===== src/verilog/siu_pkg.sv =====
// Constants for the serial unit input routing and stop control block.
// Assumes a byte-wide register port with a 20-bit address space.
package siu_pkg;
    localparam int          SIU_ADDR_W      = 20;
    localparam int          SIU_UNITS       = 2;
    localparam int          SIU_CHANS       = 4;
    localparam int          SIU_RX_PINS     = 4;

    // Register byte addresses
    localparam logic [19:0] SIU_NFEN_ADDR   = 20'hf0070;
    localparam logic [19:0] SIU_ISC_ADDR    = 20'hf0073;
    localparam logic [19:0] SIU_PER_ADDR    = 20'hf00f0;
    localparam logic [19:0] SIU_SE0_ADDR    = 20'hf0120;
    localparam logic [19:0] SIU_SS0_ADDR    = 20'hf0122;
    localparam logic [19:0] SIU_ST0_ADDR    = 20'hf0124;
    localparam logic [19:0] SIU_SO0_ADDR    = 20'hf0128;
    localparam logic [19:0] SIU_UNIT_STRIDE = 20'h00040;

    // Field positions
    localparam int          SIU_ISC_IRQ_BIT = 0;
    localparam int          SIU_ISC_TMR_BIT = 1;
    localparam int          SIU_ISC_SSI_BIT = 7;
    localparam int          SIU_PER_U0_BIT  = 2;
    localparam int          SIU_NFEN_STEP   = 2;

    // Reset values
    localparam logic [7:0]  SIU_NFEN_RST    = 8'h00;
    localparam logic [7:0]  SIU_ISC_RST     = 8'h00;
    localparam logic [7:0]  SIU_PER_RST     = 8'h00;
    localparam logic [3:0]  SIU_SE_RST      = 4'h0;
    localparam logic [3:0]  SIU_SO_RST      = 4'hf;
    localparam logic [3:0]  SIU_CKO_RST     = 4'hf;
endpackage


===== src/verilog/siu_chan_ctrl.sv =====
// Channel start/stop, enable status and output level bits of one unit.
// Assumes the write strobes are single-cycle and already address-decoded.
`timescale 1ns/1ps
module siu_chan_ctrl
    import siu_pkg::*;
(
    input  wire logic       i_clk,
    input  wire logic       i_rst_b,
    input  wire logic       i_unit_en,
    input  wire logic       i_ss_wr,
    input  wire logic       i_st_wr,
    input  wire logic       i_so_lo_wr,
    input  wire logic       i_so_hi_wr,
    input  wire logic [7:0] i_wdata,
    output logic      [3:0] o_se,
    output logic      [3:0] o_so,
    output logic      [3:0] o_cko
);
    logic [3:0] se_q;
    logic [3:0] se_d;
    logic [3:0] so_q;
    logic [3:0] cko_q;
    logic [3:0] cko_d;
    logic       wr_ok;

    // Unit without clock takes no writes
    assign wr_ok = i_unit_en;

    // Stop trigger clears status; it is never stored, so reads as zero
    assign se_d  = (se_q | ({4{i_ss_wr & wr_ok}} & i_wdata[3:0]))
                   & ~({4{i_st_wr & wr_ok}} & i_wdata[3:0]);

    // Clock level bits move only on stopped channels
    assign cko_d = (cko_q & se_q) | (i_wdata[3:0] & ~se_q);

    always_ff @(posedge i_clk or negedge i_rst_b) begin
        if (!i_rst_b) begin
            se_q  <= SIU_SE_RST;
            so_q  <= SIU_SO_RST;
            cko_q <= SIU_CKO_RST;
        end else begin
            se_q <= se_d;
            if (i_so_lo_wr && wr_ok) begin
                so_q <= i_wdata[3:0];
            end
            if (i_so_hi_wr && wr_ok) begin
                cko_q <= cko_d;
            end
        end
    end

    assign o_se  = se_q;
    assign o_so  = so_q;
    assign o_cko = cko_q;
endmodule // siu_chan_ctrl


===== src/verilog/siu_rx_filter.sv =====
// One receive input: two-flop synchroniser, then optional two-sample match.
// Assumes i_tick is a one-cycle enable at the channel operation clock rate.
`timescale 1ns/1ps
module siu_rx_filter (
    input  wire logic i_clk,
    input  wire logic i_rst_b,
    input  wire logic i_pin,
    input  wire logic i_tick,
    input  wire logic i_en,
    output logic      o_level
);
    logic meta_q;
    logic sync_q;
    logic smp_q;
    logic lvl_q;
    logic lvl_d;

    // Pin is asynchronous; meta_q feeds only sync_q
    always_ff @(posedge i_clk or negedge i_rst_b) begin
        if (!i_rst_b) begin
            meta_q <= 1'b1;
            sync_q <= 1'b1;
        end else begin
            meta_q <= i_pin;
            sync_q <= meta_q;
        end
    end

    // Filter off passes the synced level; on, two agreeing samples needed
    assign lvl_d = !i_en ? sync_q :
                   (sync_q == smp_q) ? sync_q :
                   lvl_q;

    // Idle line is high, so reset to 1 avoids a false start bit
    always_ff @(posedge i_clk or negedge i_rst_b) begin
        if (!i_rst_b) begin
            smp_q <= 1'b1;
            lvl_q <= 1'b1;
        end else if (i_tick) begin
            smp_q <= sync_q;
            lvl_q <= lvl_d;
        end
    end

    assign o_level = lvl_q;
endmodule // siu_rx_filter


===== src/verilog/siu_top.sv =====
// Serial unit input routing, receive filters, unit clock gating, channel stop.
// Assumes a single-cycle byte register port on i_clk and async pins.
// Unit control registers follow the peripheral enable bits; global bytes do not.
`timescale 1ns/1ps
module siu_top
    import siu_pkg::*;
(
    input  wire logic                  i_clk,
    input  wire logic                  i_rst_b,
    // Register port
    input  wire logic [SIU_ADDR_W-1:0] i_addr,
    input  wire logic                  i_wr,
    input  wire logic                  i_rd,
    input  wire logic [7:0]            i_wdata,
    output logic      [7:0]            o_rdata,
    // Pins and channel clocks
    input  wire logic [3:0]            i_uart_rx_pin,
    input  wire logic [3:0]            i_channel_op_clock,
    input  wire logic                  i_ext_irq_zero_pin,
    input  wire logic                  i_timer_ch7_pin,
    input  wire logic                  i_slave_select_pin,
    input  wire logic                  i_spi_zero_sck_pin,
    input  wire logic                  i_spi_zero_slave,
    // Routed and qualified signals
    output logic [3:0]                 o_rx_level,
    output logic                       o_ext_irq_zero,
    output logic                       o_timer_ch7_in,
    output logic                       o_spi_zero_sck,
    output logic [1:0]                 o_unit_clk_en,
    output logic [1:0]                 o_unit_active,
    output logic [7:0]                 o_ch_enable_status,
    output logic [7:0]                 o_data_out_level,
    output logic [7:0]                 o_clock_out_level
);
    ////////////////////////////////////////////////////////////////////////////
    // Address decode helpers

    // Per-unit address of a register, unit stride applied
    function automatic logic [19:0] unit_addr(input logic [19:0] base, input int unit);
        unit_addr = (unit == 0) ? base : base + SIU_UNIT_STRIDE;
    endfunction

    // Filter enable bit position of a receive pin
    function automatic int nf_bit(input int pin);
        nf_bit = pin * SIU_NFEN_STEP;
    endfunction

    ////////////////////////////////////////////////////////////////////////////
    // Global registers

    logic [7:0] nfen_q;
    logic [7:0] isc_q;
    logic [7:0] per_q;
    logic       wr_nfen;
    logic       wr_isc;
    logic       wr_per;

    // Global register write strobes, exempt from unit gating
    assign wr_nfen = i_wr && (i_addr == SIU_NFEN_ADDR);
    assign wr_isc  = i_wr && (i_addr == SIU_ISC_ADDR);
    assign wr_per  = i_wr && (i_addr == SIU_PER_ADDR);

    // Filter enables; reserved bits are software's to keep zero
    always_ff @(posedge i_clk or negedge i_rst_b) begin
        if (!i_rst_b) begin
            nfen_q <= SIU_NFEN_RST;
        end else if (wr_nfen) begin
            nfen_q <= i_wdata;
        end
    end

    // Input switch byte, stored as written
    always_ff @(posedge i_clk or negedge i_rst_b) begin
        if (!i_rst_b) begin
            isc_q <= SIU_ISC_RST;
        end else if (wr_isc) begin
            isc_q <= i_wdata;
        end
    end

    // Peripheral enable byte; never gated itself, or units could not restart
    always_ff @(posedge i_clk or negedge i_rst_b) begin
        if (!i_rst_b) begin
            per_q <= SIU_PER_RST;
        end else if (wr_per) begin
            per_q <= i_wdata;
        end
    end

    ////////////////////////////////////////////////////////////////////////////
    // Receive filters

    logic [3:0] rx_filt;

    generate
        for (genvar p = 0; p < SIU_RX_PINS; p++) begin : g_rx
            siu_rx_filter u_filt (
                .i_clk   (i_clk),
                .i_rst_b (i_rst_b),
                .i_pin   (i_uart_rx_pin[p]),
                .i_tick  (i_channel_op_clock[p]),
                .i_en    (nfen_q[nf_bit(p)]),
                .o_level (rx_filt[p])
            );
        end
    endgenerate

    ////////////////////////////////////////////////////////////////////////////
    // Channel control per unit

    logic [1:0] unit_en;
    logic [3:0] se   [2];
    logic [3:0] so   [2];
    logic [3:0] cko  [2];
    logic [7:0] unit_rd [2];

    // Unit clock enables straight from the peripheral enable bits
    assign unit_en = per_q[SIU_PER_U0_BIT +: 2];

    generate
        for (genvar u = 0; u < SIU_UNITS; u++) begin : g_unit
            logic a_se;
            logic a_ss;
            logic a_st;
            logic a_lo;
            logic a_hi;

            assign a_se = (i_addr == unit_addr(SIU_SE0_ADDR, u));
            assign a_ss = (i_addr == unit_addr(SIU_SS0_ADDR, u));
            assign a_st = (i_addr == unit_addr(SIU_ST0_ADDR, u));
            assign a_lo = (i_addr == unit_addr(SIU_SO0_ADDR, u));
            assign a_hi = (i_addr == unit_addr(SIU_SO0_ADDR, u) + 20'h00001);

            siu_chan_ctrl u_ctrl (
                .i_clk      (i_clk),
                .i_rst_b    (i_rst_b),
                .i_unit_en  (unit_en[u]),
                .i_ss_wr    (i_wr && a_ss),
                .i_st_wr    (i_wr && a_st),
                .i_so_lo_wr (i_wr && a_lo),
                .i_so_hi_wr (i_wr && a_hi),
                .i_wdata    (i_wdata),
                .o_se       (se[u]),
                .o_so       (so[u]),
                .o_cko      (cko[u])
            );

            // Gated unit reads its defaults; trigger registers read zero
            assign unit_rd[u] = !unit_en[u] ?
                                    (a_lo ? {4'h0, SIU_SO_RST} :
                                     a_hi ? {4'h0, SIU_CKO_RST} : 8'h00) :
                                a_se ? {4'h0, se[u]} :
                                a_lo ? {4'h0, so[u]} :
                                a_hi ? {4'h0, cko[u]} : 8'h00;
        end
    endgenerate

    ////////////////////////////////////////////////////////////////////////////
    // Read mux

    logic [7:0] rdata_d;

    // Unmapped addresses read zero
    assign rdata_d = (i_addr == SIU_NFEN_ADDR) ? nfen_q :
                     (i_addr == SIU_ISC_ADDR)  ? isc_q  :
                     (i_addr == SIU_PER_ADDR)  ? per_q  :
                     (unit_rd[0] | unit_rd[1]);

    ////////////////////////////////////////////////////////////////////////////
    // Slave select, serial clock, interrupt and timer pins

    logic ssi_meta_q;
    logic ssi_q;
    logic sck_meta_q;
    logic sck_q;
    logic irq_meta_q;
    logic irq_q;
    logic tmr_meta_q;
    logic tmr_q;

    // Slave select synchroniser; resets deselected
    always_ff @(posedge i_clk or negedge i_rst_b) begin
        if (!i_rst_b) begin
            ssi_meta_q <= 1'b1;
            ssi_q      <= 1'b1;
        end else begin
            ssi_meta_q <= i_slave_select_pin;
            ssi_q      <= ssi_meta_q;
        end
    end

    // Serial clock synchroniser; resets at idle high
    always_ff @(posedge i_clk or negedge i_rst_b) begin
        if (!i_rst_b) begin
            sck_meta_q <= 1'b1;
            sck_q      <= 1'b1;
        end else begin
            sck_meta_q <= i_spi_zero_sck_pin;
            sck_q      <= sck_meta_q;
        end
    end

    // Dedicated interrupt pin synchroniser
    always_ff @(posedge i_clk or negedge i_rst_b) begin
        if (!i_rst_b) begin
            irq_meta_q <= 1'b0;
            irq_q      <= 1'b0;
        end else begin
            irq_meta_q <= i_ext_irq_zero_pin;
            irq_q      <= irq_meta_q;
        end
    end

    // Normal timer pin synchroniser
    always_ff @(posedge i_clk or negedge i_rst_b) begin
        if (!i_rst_b) begin
            tmr_meta_q <= 1'b0;
            tmr_q      <= 1'b0;
        end else begin
            tmr_meta_q <= i_timer_ch7_pin;
            tmr_q      <= tmr_meta_q;
        end
    end

    logic sck_block;
    logic sck_d;
    logic irq_d;
    logic tmr_d;
    logic [1:0] active_d;

    // Deselected slave holds clock at idle so no bit is shifted
    assign sck_block = isc_q[SIU_ISC_SSI_BIT] && i_spi_zero_slave && ssi_q;
    // Stopped unit or channel passes no serial clock
    assign sck_d     = (sck_block || !unit_en[0] || !se[0][0]) ? 1'b1 : sck_q;

    // Receive pin 0 routing for wakeup and break measurement
    assign irq_d = isc_q[SIU_ISC_IRQ_BIT] ? rx_filt[0] : irq_q;
    assign tmr_d = isc_q[SIU_ISC_TMR_BIT] ? rx_filt[0] : tmr_q;

    // Unit owns its pins only while clocked with a channel enabled
    assign active_d = {unit_en[1] && (|se[1]), unit_en[0] && (|se[0])};

    ////////////////////////////////////////////////////////////////////////////
    // Output registers

    // Read data holds until the next read strobe
    always_ff @(posedge i_clk or negedge i_rst_b) begin
        if (!i_rst_b) begin
            o_rdata <= 8'h00;
        end else if (i_rd) begin
            o_rdata <= rdata_d;
        end
    end

    // Routed pin levels, reset to their idle levels
    always_ff @(posedge i_clk or negedge i_rst_b) begin
        if (!i_rst_b) begin
            o_rx_level     <= 4'hf;
            o_ext_irq_zero <= 1'b0;
            o_timer_ch7_in <= 1'b0;
            o_spi_zero_sck <= 1'b1;
        end else begin
            o_rx_level     <= rx_filt;
            o_ext_irq_zero <= irq_d;
            o_timer_ch7_in <= tmr_d;
            o_spi_zero_sck <= sck_d;
        end
    end

    // Unit and channel state; levels reset high so pins idle as port pins
    always_ff @(posedge i_clk or negedge i_rst_b) begin
        if (!i_rst_b) begin
            o_unit_clk_en      <= 2'h0;
            o_unit_active      <= 2'h0;
            o_ch_enable_status <= 8'h00;
            o_data_out_level   <= 8'hff;
            o_clock_out_level  <= 8'hff;
        end else begin
            o_unit_clk_en      <= unit_en;
            o_unit_active      <= active_d;
            o_ch_enable_status <= {se[1], se[0]};
            o_data_out_level   <= {so[1], so[0]};
            o_clock_out_level  <= {cko[1], cko[0]};
        end
    end
endmodule // siu_top

===== config.mk =====
export PLATFORM = sky130hd
export DESIGN_NAME = siu_top
export DESIGN_NICKNAME = d
export VERILOG_FILES = /design/src/verilog/siu_pkg.sv /design/src/verilog/siu_chan_ctrl.sv /design/src/verilog/siu_rx_filter.sv /design/src/verilog/siu_top.sv
export SDC_FILE = /design/constraint.sdc
export NUM_CORES = 1
export LEC_CHECK = 0
export BUFFER_PORTS_ARGS = -buffer_cell sky130_fd_sc_hd__buf_2
export CAP_MARGIN = 10
export CORE_MARGIN = 2
export CORE_UTILIZATION = 55
export DETAILED_ROUTE_END_ITERATION = 8
export PLACE_DENSITY = 0.75
export RECOVER_POWER = 100
export SLEW_MARGIN = 25
export SYNTH_ARGS = -nofsm -noshare
export SYNTH_HDL_FRONTEND = slang
export SYNTH_SLANG_ARGS = --single-unit

===== constraint.sdc =====
create_clock -name i_clk -period 1.9 [get_ports i_clk]
set_input_delay 0.19 -clock i_clk [delete_from_list [all_inputs] [get_ports i_clk]]
set_output_delay 0.19 -clock i_clk [all_outputs]
set_load 0.03 [all_outputs]

Word level (Yosys, flattened, before mapping)
Cells that the tools add are included.

Equal/unequal tests: 21. Muxes and demuxes: 26. Bitwise logic cells: 23. Reduce and logical (&&, ||, !) cells: 29.

Operators with widths (count): $eq 20x20->1 const B (13); $mux 4 (12); $and 4x4->4 (10); $mux 8 (3); $or 4x4->4 (5); $logic_and 1x1->1 (19); $not 4->4 (4); $mux 1 (11); $ne 2x1->1 const B (4); $reduce_and 2->1 (4); $reduce_or 4->1 (2); $and 1x1->1 (4); $eq 1x1->1 (4); $logic_not 1->1 (2); $logic_or 1x1->1 (2).

Bits in registers: 115. Bits of input ports: 45. Output and inout port bits: 43. Word-level logic and storage cells: 142.

Longest topological paths before layout
Gate-level depths: netlist of the first run.

Depth in word-level cells: 9. Gate-level depth with buffers: 7.

Modules after synthesis
Synthesis of the first run repeated with hierarchy kept, for this count alone.

Cells, all modules: 337. Area total of the unflattened synthesis: 4687.0 um^2.

Modules (own cells, without submodules): siu_top (times used 1, cells each 225, area an instance 3070.4 um^2); siu_chan_ctrl (times used 2, cells each 34, area an instance 510.5 um^2); siu_rx_filter (times used 4, cells each 11, area an instance 148.9 um^2).

Worst setup path after synthesis of the first run
OpenSTA, ideal clock, no wires.

Path type: input-to-reg. From: input i_addr[13]. To: register o_rdata[1]. Library setup time: 0.082 ns. Arrival: 1.900 ns. Path slack: -0.082 ns. Cell stages on the path: 7. Path buffers: 1. Cell sequence: or4_4 > buf_6 > nor4_4 > nand3_1 > a31o_1 > a31o_1 > a22oi_2.

Cells in the longest elaborated chain, start to end: 9. Elaborated cells on any way between the ends: 25. Those cells by class: eq/ne: 9; mux: 15; bitwise: 1.

RTL lines: start, declared (RTL line siu_top.sv:11) `input wire logic [SIU_ADDR_W-1:0] i_addr,`; $eq 20x20->1 (RTL line siu_top.sv:132) `assign a_hi = (i_addr == unit_addr(SIU_SO0_ADDR, u) + 20'h00001);`; $mux 4 (RTL line siu_top.sv:154) `a_hi ? {4'h0, cko[u]} : 8'h00;`; $mux 4 (RTL line siu_top.sv:153) `a_lo ? {4'h0, so[u]} :`; $mux 4 (RTL line siu_top.sv:152) `a_se ? {4'h0, se[u]} :`; $mux 4 (RTL line siu_top.sv:149) `assign unit_rd[u] = !unit_en[u] ?`; $or 4x4->4 (RTL line siu_top.sv:167) `(unit_rd[0] | unit_rd[1]);`; $mux 8 (RTL line siu_top.sv:166) `(i_addr == SIU_PER_ADDR) ? per_q :`; $mux 8 (RTL line siu_top.sv:165) `(i_addr == SIU_ISC_ADDR) ? isc_q :`; $mux 8 (*) (RTL line siu_top.sv:164) `assign rdata_d = (i_addr == SIU_NFEN_ADDR) ? nfen_q :`; end signal, assigned (RTL line siu_top.sv:251) `o_rdata <= rdata_d;`; end, declared (RTL line siu_top.sv:15) `output logic [7:0] o_rdata,`.

Every way passes the cells marked *; elsewhere a longest branch is shown, timed or not. A chain may end at the register's enable or synchronous reset.

Final worst setup path of the first run
From: register per_q[3]. To: register g_unit[1].u_ctrl.so_q[3].

Cells in the longest elaborated chain, start to end: 1.

RTL lines: start, declared (RTL line siu_top.sv:53) `logic [7:0] per_q;`; start signal, assigned (RTL line siu_top.sv:86) `per_q <= i_wdata;`; $logic_and 1x1->1 (RTL line siu_chan_ctrl.sv:43) `if (i_so_lo_wr && wr_ok) begin`; end signal, assigned (RTL line siu_chan_ctrl.sv:44) `so_q <= i_wdata[3:0];`; end, declared (RTL line siu_chan_ctrl.sv:21) `logic [3:0] so_q;`.

No other way between the ends.

==> metrics, run 1 <==
GPL Wtd Cong=approximately 0.96; GRT met1 Usage=0.330; Hold WS=approximately 0.044 ns; CTS Buf Count=17; first-pass GRT wire length=roughly 18000 µm; placed insts=about 600; fin worst setup slack=between 0.15 and 0.2 ns; via count=3559; CP Max Fanout=5; Post-Syn Nets=between 400 and 500; slew of the pin with the lowest slew margin=1.05 ns; post-synth cell types=between 50 and 60; Vias/cell=5.61; grt met2 use=0.439; min Tclk post-route=~1.7 ns; Comb pwr share=0.056; Root Buffer=clkbuf_8; synthesized instance count=about 360; Pwr Density=roughly 940 mW/mm²; Critical Path RT=approximately 2.4 ns; flops & latches, synth=115; Worst Skew=around 0.0054 ns; post-cts sizing count=0; clock buffer depth=2; VDD IR max=approximately 0.72 mV; Multi-input gate area=between 0.0015 and 0.002 mm²; layout cells sized above 1=0.380; First-pass DRT Iterations=5; Flop pwr share=0.440; CP Capture Type=flip-flop; internal power=roughly 0.0045 W; drt drc=0; Finished Layout Cells=634; count of final hold-check violations=0; starting density of the core=0.567; CTS tree=done; FFs w/ async S/R, synth=1.00; Starting DRT DRC Count=around 370; GR Util All Layers=0.267; Die W=between 90 and 100 µm; # diodes=0; Fillers=between 500 and 600; Seq/Total Area, Yosys=0.633; Crit path arrival time=approximately 2.2 ns; Max Cap Viol=0; most frequent cells in the layout=58 x clkbuf_1, 58 x dfrtp_1, 46 x mux2_2; Syn Std Cell Area=0.00466 mm²; Skew-Pair Late Insertion Delay=around 0.52 ns; Place WS=-0.279 ns; largest net degree at the start of global routing=56; Top Ports=88; Routed Wire Length=between 10000 and 15000 µm; core area=0.00822 mm²; final instance area=between 0.006 and 0.007 mm²; Die H=approximately 96 µm; GR Util met3=0.0689; vias in the first global route=~3600; Net Sw Frac=0.232; leakage=between 2 and 3 nW; layout net count=between 500 and 600; fmax=between 500 and 600 MHz; initial antenna violation count=0; EDFF count, synth=0; FF/Latch Area=between 0.002 and 0.003 mm²; CTS sink count=roughly 120; GRT Residual Overflow=0; RSZ-0062 raised after global routing=false; WL per Instance=about 18 µm; Port-buffer cells=87; syn avg cell area=~13 µm²; antenna viol nets, final=0; relative slew slack=0.301; final core occ=0.750; placed instance area=~0.0056 mm²; max-slew violations=0; H-Tree Depth=4; Tcrit/Tclk final=0.916; dominant synthesized flop cell=dfrtp_1; switching power=0.00135 W; Clock Power Share=0.504; total number of yosys warnings=0; clk slew on worst S/H paths=around 0.06 ns; DIE AREA=between 0.009 and 0.01 mm²; critical path type=flip-flop to flip-flop; Setup Viol. Count Final=0; status=finished clean; Area Growth Syn to Fin=32.2%; Detail Placement HPWL=~7500 µm; Startpoint Class=flip-flop; GRT Max-Usage Layer=met2; floorplan row count=33; Hold/Removal Path Class=input port to flip-flop
==> synthesized netlist by cell type (4+ instances only) <==
library cell / n / area (µm²)
dfstp_2: 57 / 1500
mux2_2: 47 / 529
mux2i_1: 4 / 40.0
dfrtp_1: 58 / 1450
a21oi_1: 31 / 155
clkbuf_1: 6 / 22.5
nand3b_1: 6 / 45.0
inv_1: 10 / 37.5
nor2_1: 26 / 97.6
nand4_1: 4 / 25.0
nand3_1: 19 / 95.1
nand2_1: 12 / 45.0
o21ai_0: 6 / 30.0
nor4_1: 8 / 50.1
nor3_1: 4 / 20.0
==> final timing paths <==
kind,startpoint,end,slack (ns),depth (start not counted)
setup / recovery,per_q[3]$_DFFE_PN0P_,g_unit[1].u_ctrl.o_so[3]$_DFFE_PN1P_,0.16,5
hold / removal,i_wdata[0],g_unit[0].u_ctrl.o_se[0]$_DFF_PN0_,0.04,2
setup reg to reg,per_q[3]$_DFFE_PN0P_,g_unit[1].u_ctrl.o_so[3]$_DFFE_PN1P_,0.16,5
hold reg to reg,ssi_meta_q$_DFF_PN1_,ssi_q$_DFF_PN1_,0.36,0
max in group asynchronous,i_rst_b,ssi_meta_q$_DFF_PN1_,0.65,3
min in group asynchronous,i_rst_b,g_unit[1].u_ctrl.o_se[0]$_DFF_PN0_,0.38,2
==> critical path, stage by stage (launching register included) <==
cell      delay, ns
dfrtp_1        0.34
buf_4          0.15
nand4_1        0.19
nor4_1         0.32
clkbuf_1       0.28
mux2_2         0.39
==> layer usage <==
layer | part of all wire | routed length [µm]
met5 | 0 | 0
met4 | 0.030 | 336
met3 | 0.061 | 692
met2 | 0.50 | 5670
met1 | 0.41 | 4640
==> power groups by stage <==
stage | sequential [W] | clock [W] | combinational, W
after CTS | 0.00257 | 0.00296 | 0.000335
final | 0.00256 | 0.00293 | 0.000324
after detailed placement | 0.00260 | 0 | 0.000303
after global placement | 0.00260 | 0 | 0.000296
after floorplan | 0.00264 | 0 | 0.0000852
after global routing | 0.00257 | 0.00307 | 0.000352
==> through the flow <==
stage	setup TNS, ns	power, W
2_1_floorplan	-1.13	0.00272
3_3_place_gp	-6.05	0.00290
3_5_place_dp	-5.32	0.00291
4_1_cts	0	0.00586
5_1_grt	0	0.00599
6_report	0	0.00582
==> flip-flops by register name, indices dropped and copies added (netlist names), 8 cells and up, named ones only <==
register and flops:
o_rdata 8, g_unit.u_ctrl.o_se 8, o_data_out_level 8, o_clock_out_level 8, per_q 8, g_unit.u_ctrl.o_so 8, o_ch_enable_status 8, nfen_q 8
isc_q 8
==> cell type report <==
cell class / count / area share
clock inverters: 12 / 0.0171
multi-input cells: 222 / 0.260
flip-flops and latches: 115 / 0.478
repair buffers: 150 / 0.145
clock buffers: 20 / 0.0725
well taps: 105 / 0.0213
inverters: 10 / 0.00609
==> cells by family after synthesis <==
group	count (synthesis)	share of synthesized area
flip-flops	115	0.633
AND/OR/NAND/NOR	111	0.140
buffers and inverters	22	0.0236
AO/OA/AOI/OAI	60	0.0821
multiplexers	51	0.122
==> repair_timing <==
item | in CTS | in global routing
endpoints found under the hold margin | 93 | 0
setup endpoints to repair | 0 | 0
setup buffers | 0 | 0
hold buffers | 18 | 0
No activity file was read; power rests on OpenSTA's default activity.
==> run 2: changes to the inputs <==
--- a/config.mk
+++ b/config.mk
@@ -8,9 +8,9 @@
 export BUFFER_PORTS_ARGS = -buffer_cell sky130_fd_sc_hd__buf_2
 export CAP_MARGIN = 10
 export CORE_MARGIN = 2
-export CORE_UTILIZATION = 55
+export CORE_UTILIZATION = 50
 export DETAILED_ROUTE_END_ITERATION = 8
-export PLACE_DENSITY = 0.75
+export PLACE_DENSITY = 0.69
 export RECOVER_POWER = 100
 export SLEW_MARGIN = 25
 export SYNTH_ARGS = -nofsm -noshare
==> metrics, run 2 (same netlist as run 1, synthesis figures left out) <==
status=finished clean (unchanged); Routed Wire Length=11000 µm (was 11300 µm); placed insts=596 (was 584); Vias/cell=5.40 (was 5.61); leakage=2.76 nW (was 2.74 nW); R2R Setup Slk=0.14 ns (was 0.16 ns); Top Ports=88 (unchanged); via count=3484 (was 3559); Multi-input gate area=0.00160 mm² (unchanged); First-pass DRT Iterations=4 (was 5); Die W=101 µm (was 96.1 µm); Critical Path RT=2.35 ns (about the same); setup bufs post-CTS=0 (unchanged); GRT Residual Overflow=0 (unchanged); # diodes=0 (unchanged); RR Endpoint=g_unit[1].u_ctrl.o_so[0]$_DFFE_PN1P_ (was g_unit[1].u_ctrl.o_so[3]$_DFFE_PN1P_); Hold/Removal Path Class=input port to flip-flop (unchanged); count of final hold-check violations=0 (unchanged); top sig layer=met4 (unchanged); first-pass GRT wire length=17400 µm (was 18000 µm); Startpoint Class=flip-flop (unchanged); fmax=570 MHz (was 575 MHz); critical path type=flip-flop to flip-flop (unchanged); Metal-1 WL=4780 µm (was 4640 µm); vias in the first global route=3408 (was 3624); Skew-Pair Late Insertion Delay=0.52 ns (about the same); layout net count=566 (was 561); drt drc=0 (unchanged); Detail Placement HPWL=7580 µm (was 7480 µm); H-Tree Depth=4 (unchanged); max-slew violations=0 (unchanged); GR Util All Layers=0.231 (was 0.267); min Tclk post-route=1.76 ns (was 1.74 ns); post-cts sizing count=0 (unchanged); reg2reg path depth=5 (unchanged); Setup Viol. Count Final=0 (unchanged); Worst Skew=0.00678 ns (was 0.00535 ns); clk slew on worst S/H paths=0.06 ns (about the same); Hold WS=0.0442 ns (was 0.0443 ns); clock buffer depth=2 (unchanged); CP Max Fanout=5 (unchanged); VDD IR max=0.622 mV (was 0.724 mV); FF/Latch Area=0.00295 mm² (unchanged); Pwr Density=947 mW/mm² (was 944 mW/mm²); met2 routed WL=5500 µm (was 5670 µm); Fillers=711 (was 570); starting density of the core=0.509 (was 0.567); worst r2r src=per_q[3]$_DFFE_PN0P_ (unchanged); largest net degree at the start of global routing=116 (was 56); slew of the pin with the lowest slew margin=1.37 ns (was 1.05 ns); antenna viol nets, final=0 (unchanged); Finished Layout Cells=645 (was 634); Max Cap Viol=0 (unchanged); Worst setup endpoint=g_unit[1].u_ctrl.o_so[0]$_DFFE_PN1P_ (was g_unit[1].u_ctrl.o_so[3]$_DFFE_PN1P_); initial antenna violation count=0 (unchanged); Port-buffer cells=87 (unchanged); CTS sink count=115 (unchanged); GPL Wtd Cong=0.941 (was 0.956); CTS tree=done (unchanged); WL per Instance=17.0 µm (was 17.9 µm); Root Buffer=clkbuf_8 (unchanged); hold buffers post-CTS=17 (was 18); met3 routed WL=546 µm (was 692 µm); Starting DRT DRC Count=226 (was 371); CP Launch Point=per_q[3]$_DFFE_PN0P_ (unchanged); relative slew slack=0.0845 (was 0.301); core area=0.00915 mm² (was 0.00822 mm²); CTS Buf Count=17 (unchanged); Die H=101 µm (was 96.1 µm); Area Growth Syn to Fin=32.8% (was 32.2%); Tcrit/Tclk final=0.924 (was 0.916); RSZ-0062 raised after global routing=false (unchanged); layout cells sized above 1=0.390 (was 0.380); Crit path arrival time=2.21 ns (was 2.19 ns); CP Capture Type=flip-flop (unchanged); DIE AREA=0.0101 mm² (was 0.00923 mm²); floorplan row count=35 (was 33); most frequent cells in the layout=58 x clkbuf_1, 58 x dfrtp_1, 47 x mux2_2 (was 58 x clkbuf_1, 58 x dfrtp_1, 46 x mux2_2)
## run 2: area by class of cell
type | instances | area share
multi-input cells | 222 | 0.259
clock inverters | 13 | 0.0220
clock buffers | 19 | 0.0681
flip-flops and latches | 115 | 0.476
well taps | 111 | 0.0224
repair buffers | 155 | 0.146
inverters | 10 | 0.00606
## run 2: power breakdown
| group | total [W] | switching [W] | internal [W] |
|---|---|---|---|
| logic | 0.000313 | 0.000190 | 0.000123 |
| clock network | 0.00299 | 0.00113 | 0.00186 |
| registers | 0.00256 | 0.0000279 | 0.00253 |
## run 2: worst min path at each step
stage                                start                                  to  slack [ns]  cells past startpoint
final                           i_wdata[0]  g_unit[1].u_ctrl.o_se[0]$_DFF_PN0_        0.04                      2
after CTS                       i_wdata[0]  g_unit[1].u_ctrl.o_se[0]$_DFF_PN0_        0.02                      2
after global routing            i_wdata[0]  g_unit[0].u_ctrl.o_se[0]$_DFF_PN0_        0.04                      2
after global placement    i_uart_rx_pin[0]     g_rx[0].u_filt.meta_q$_DFF_PN1_        0.29                      1
after floorplan                    i_rst_b  g_unit[0].u_ctrl.o_se[0]$_DFF_PN0_       -0.11                      0
after detailed placement  i_uart_rx_pin[1]     g_rx[1].u_filt.meta_q$_DFF_PN1_        0.30                      1
## run 2: metrics by stage
stage / setup TNS (ns) / total power (W) / setup slack, ns / utilization / area [µm²]
after floorplan: -1.13 / 0.00272 / -0.0666 / - / 4680
after global placement: -7.70 / 0.00289 / -0.273 / 0.611 / 5590
after detailed placement: -8.53 / 0.00290 / -0.307 / 0.611 / 5590
after CTS: 0 / 0.00593 / 0.210 / 0.691 / 6320
after global routing: 0 / 0.00606 / 0.0842 / 0.676 / 6190
final: 0 / 0.00586 / 0.144 / 0.676 / 6190
## run 2: routing by layer
metal | global-route usage | up-vias
li1 | - | 1634
met1 | 0.289 | 1726
met2 | 0.384 | 109
met3 | 0.0645 | 15
met4 | 0.0896 | 0
met5 | 0 | -
## run 2: critical path, cell delays in order (launching register included)
cell and delay (ns):
dfrtp_1 0.33, clkbuf_1 0.25, nand4_1 0.25, nor4_1 0.33, buf_4 0.20, mux2_2 0.33
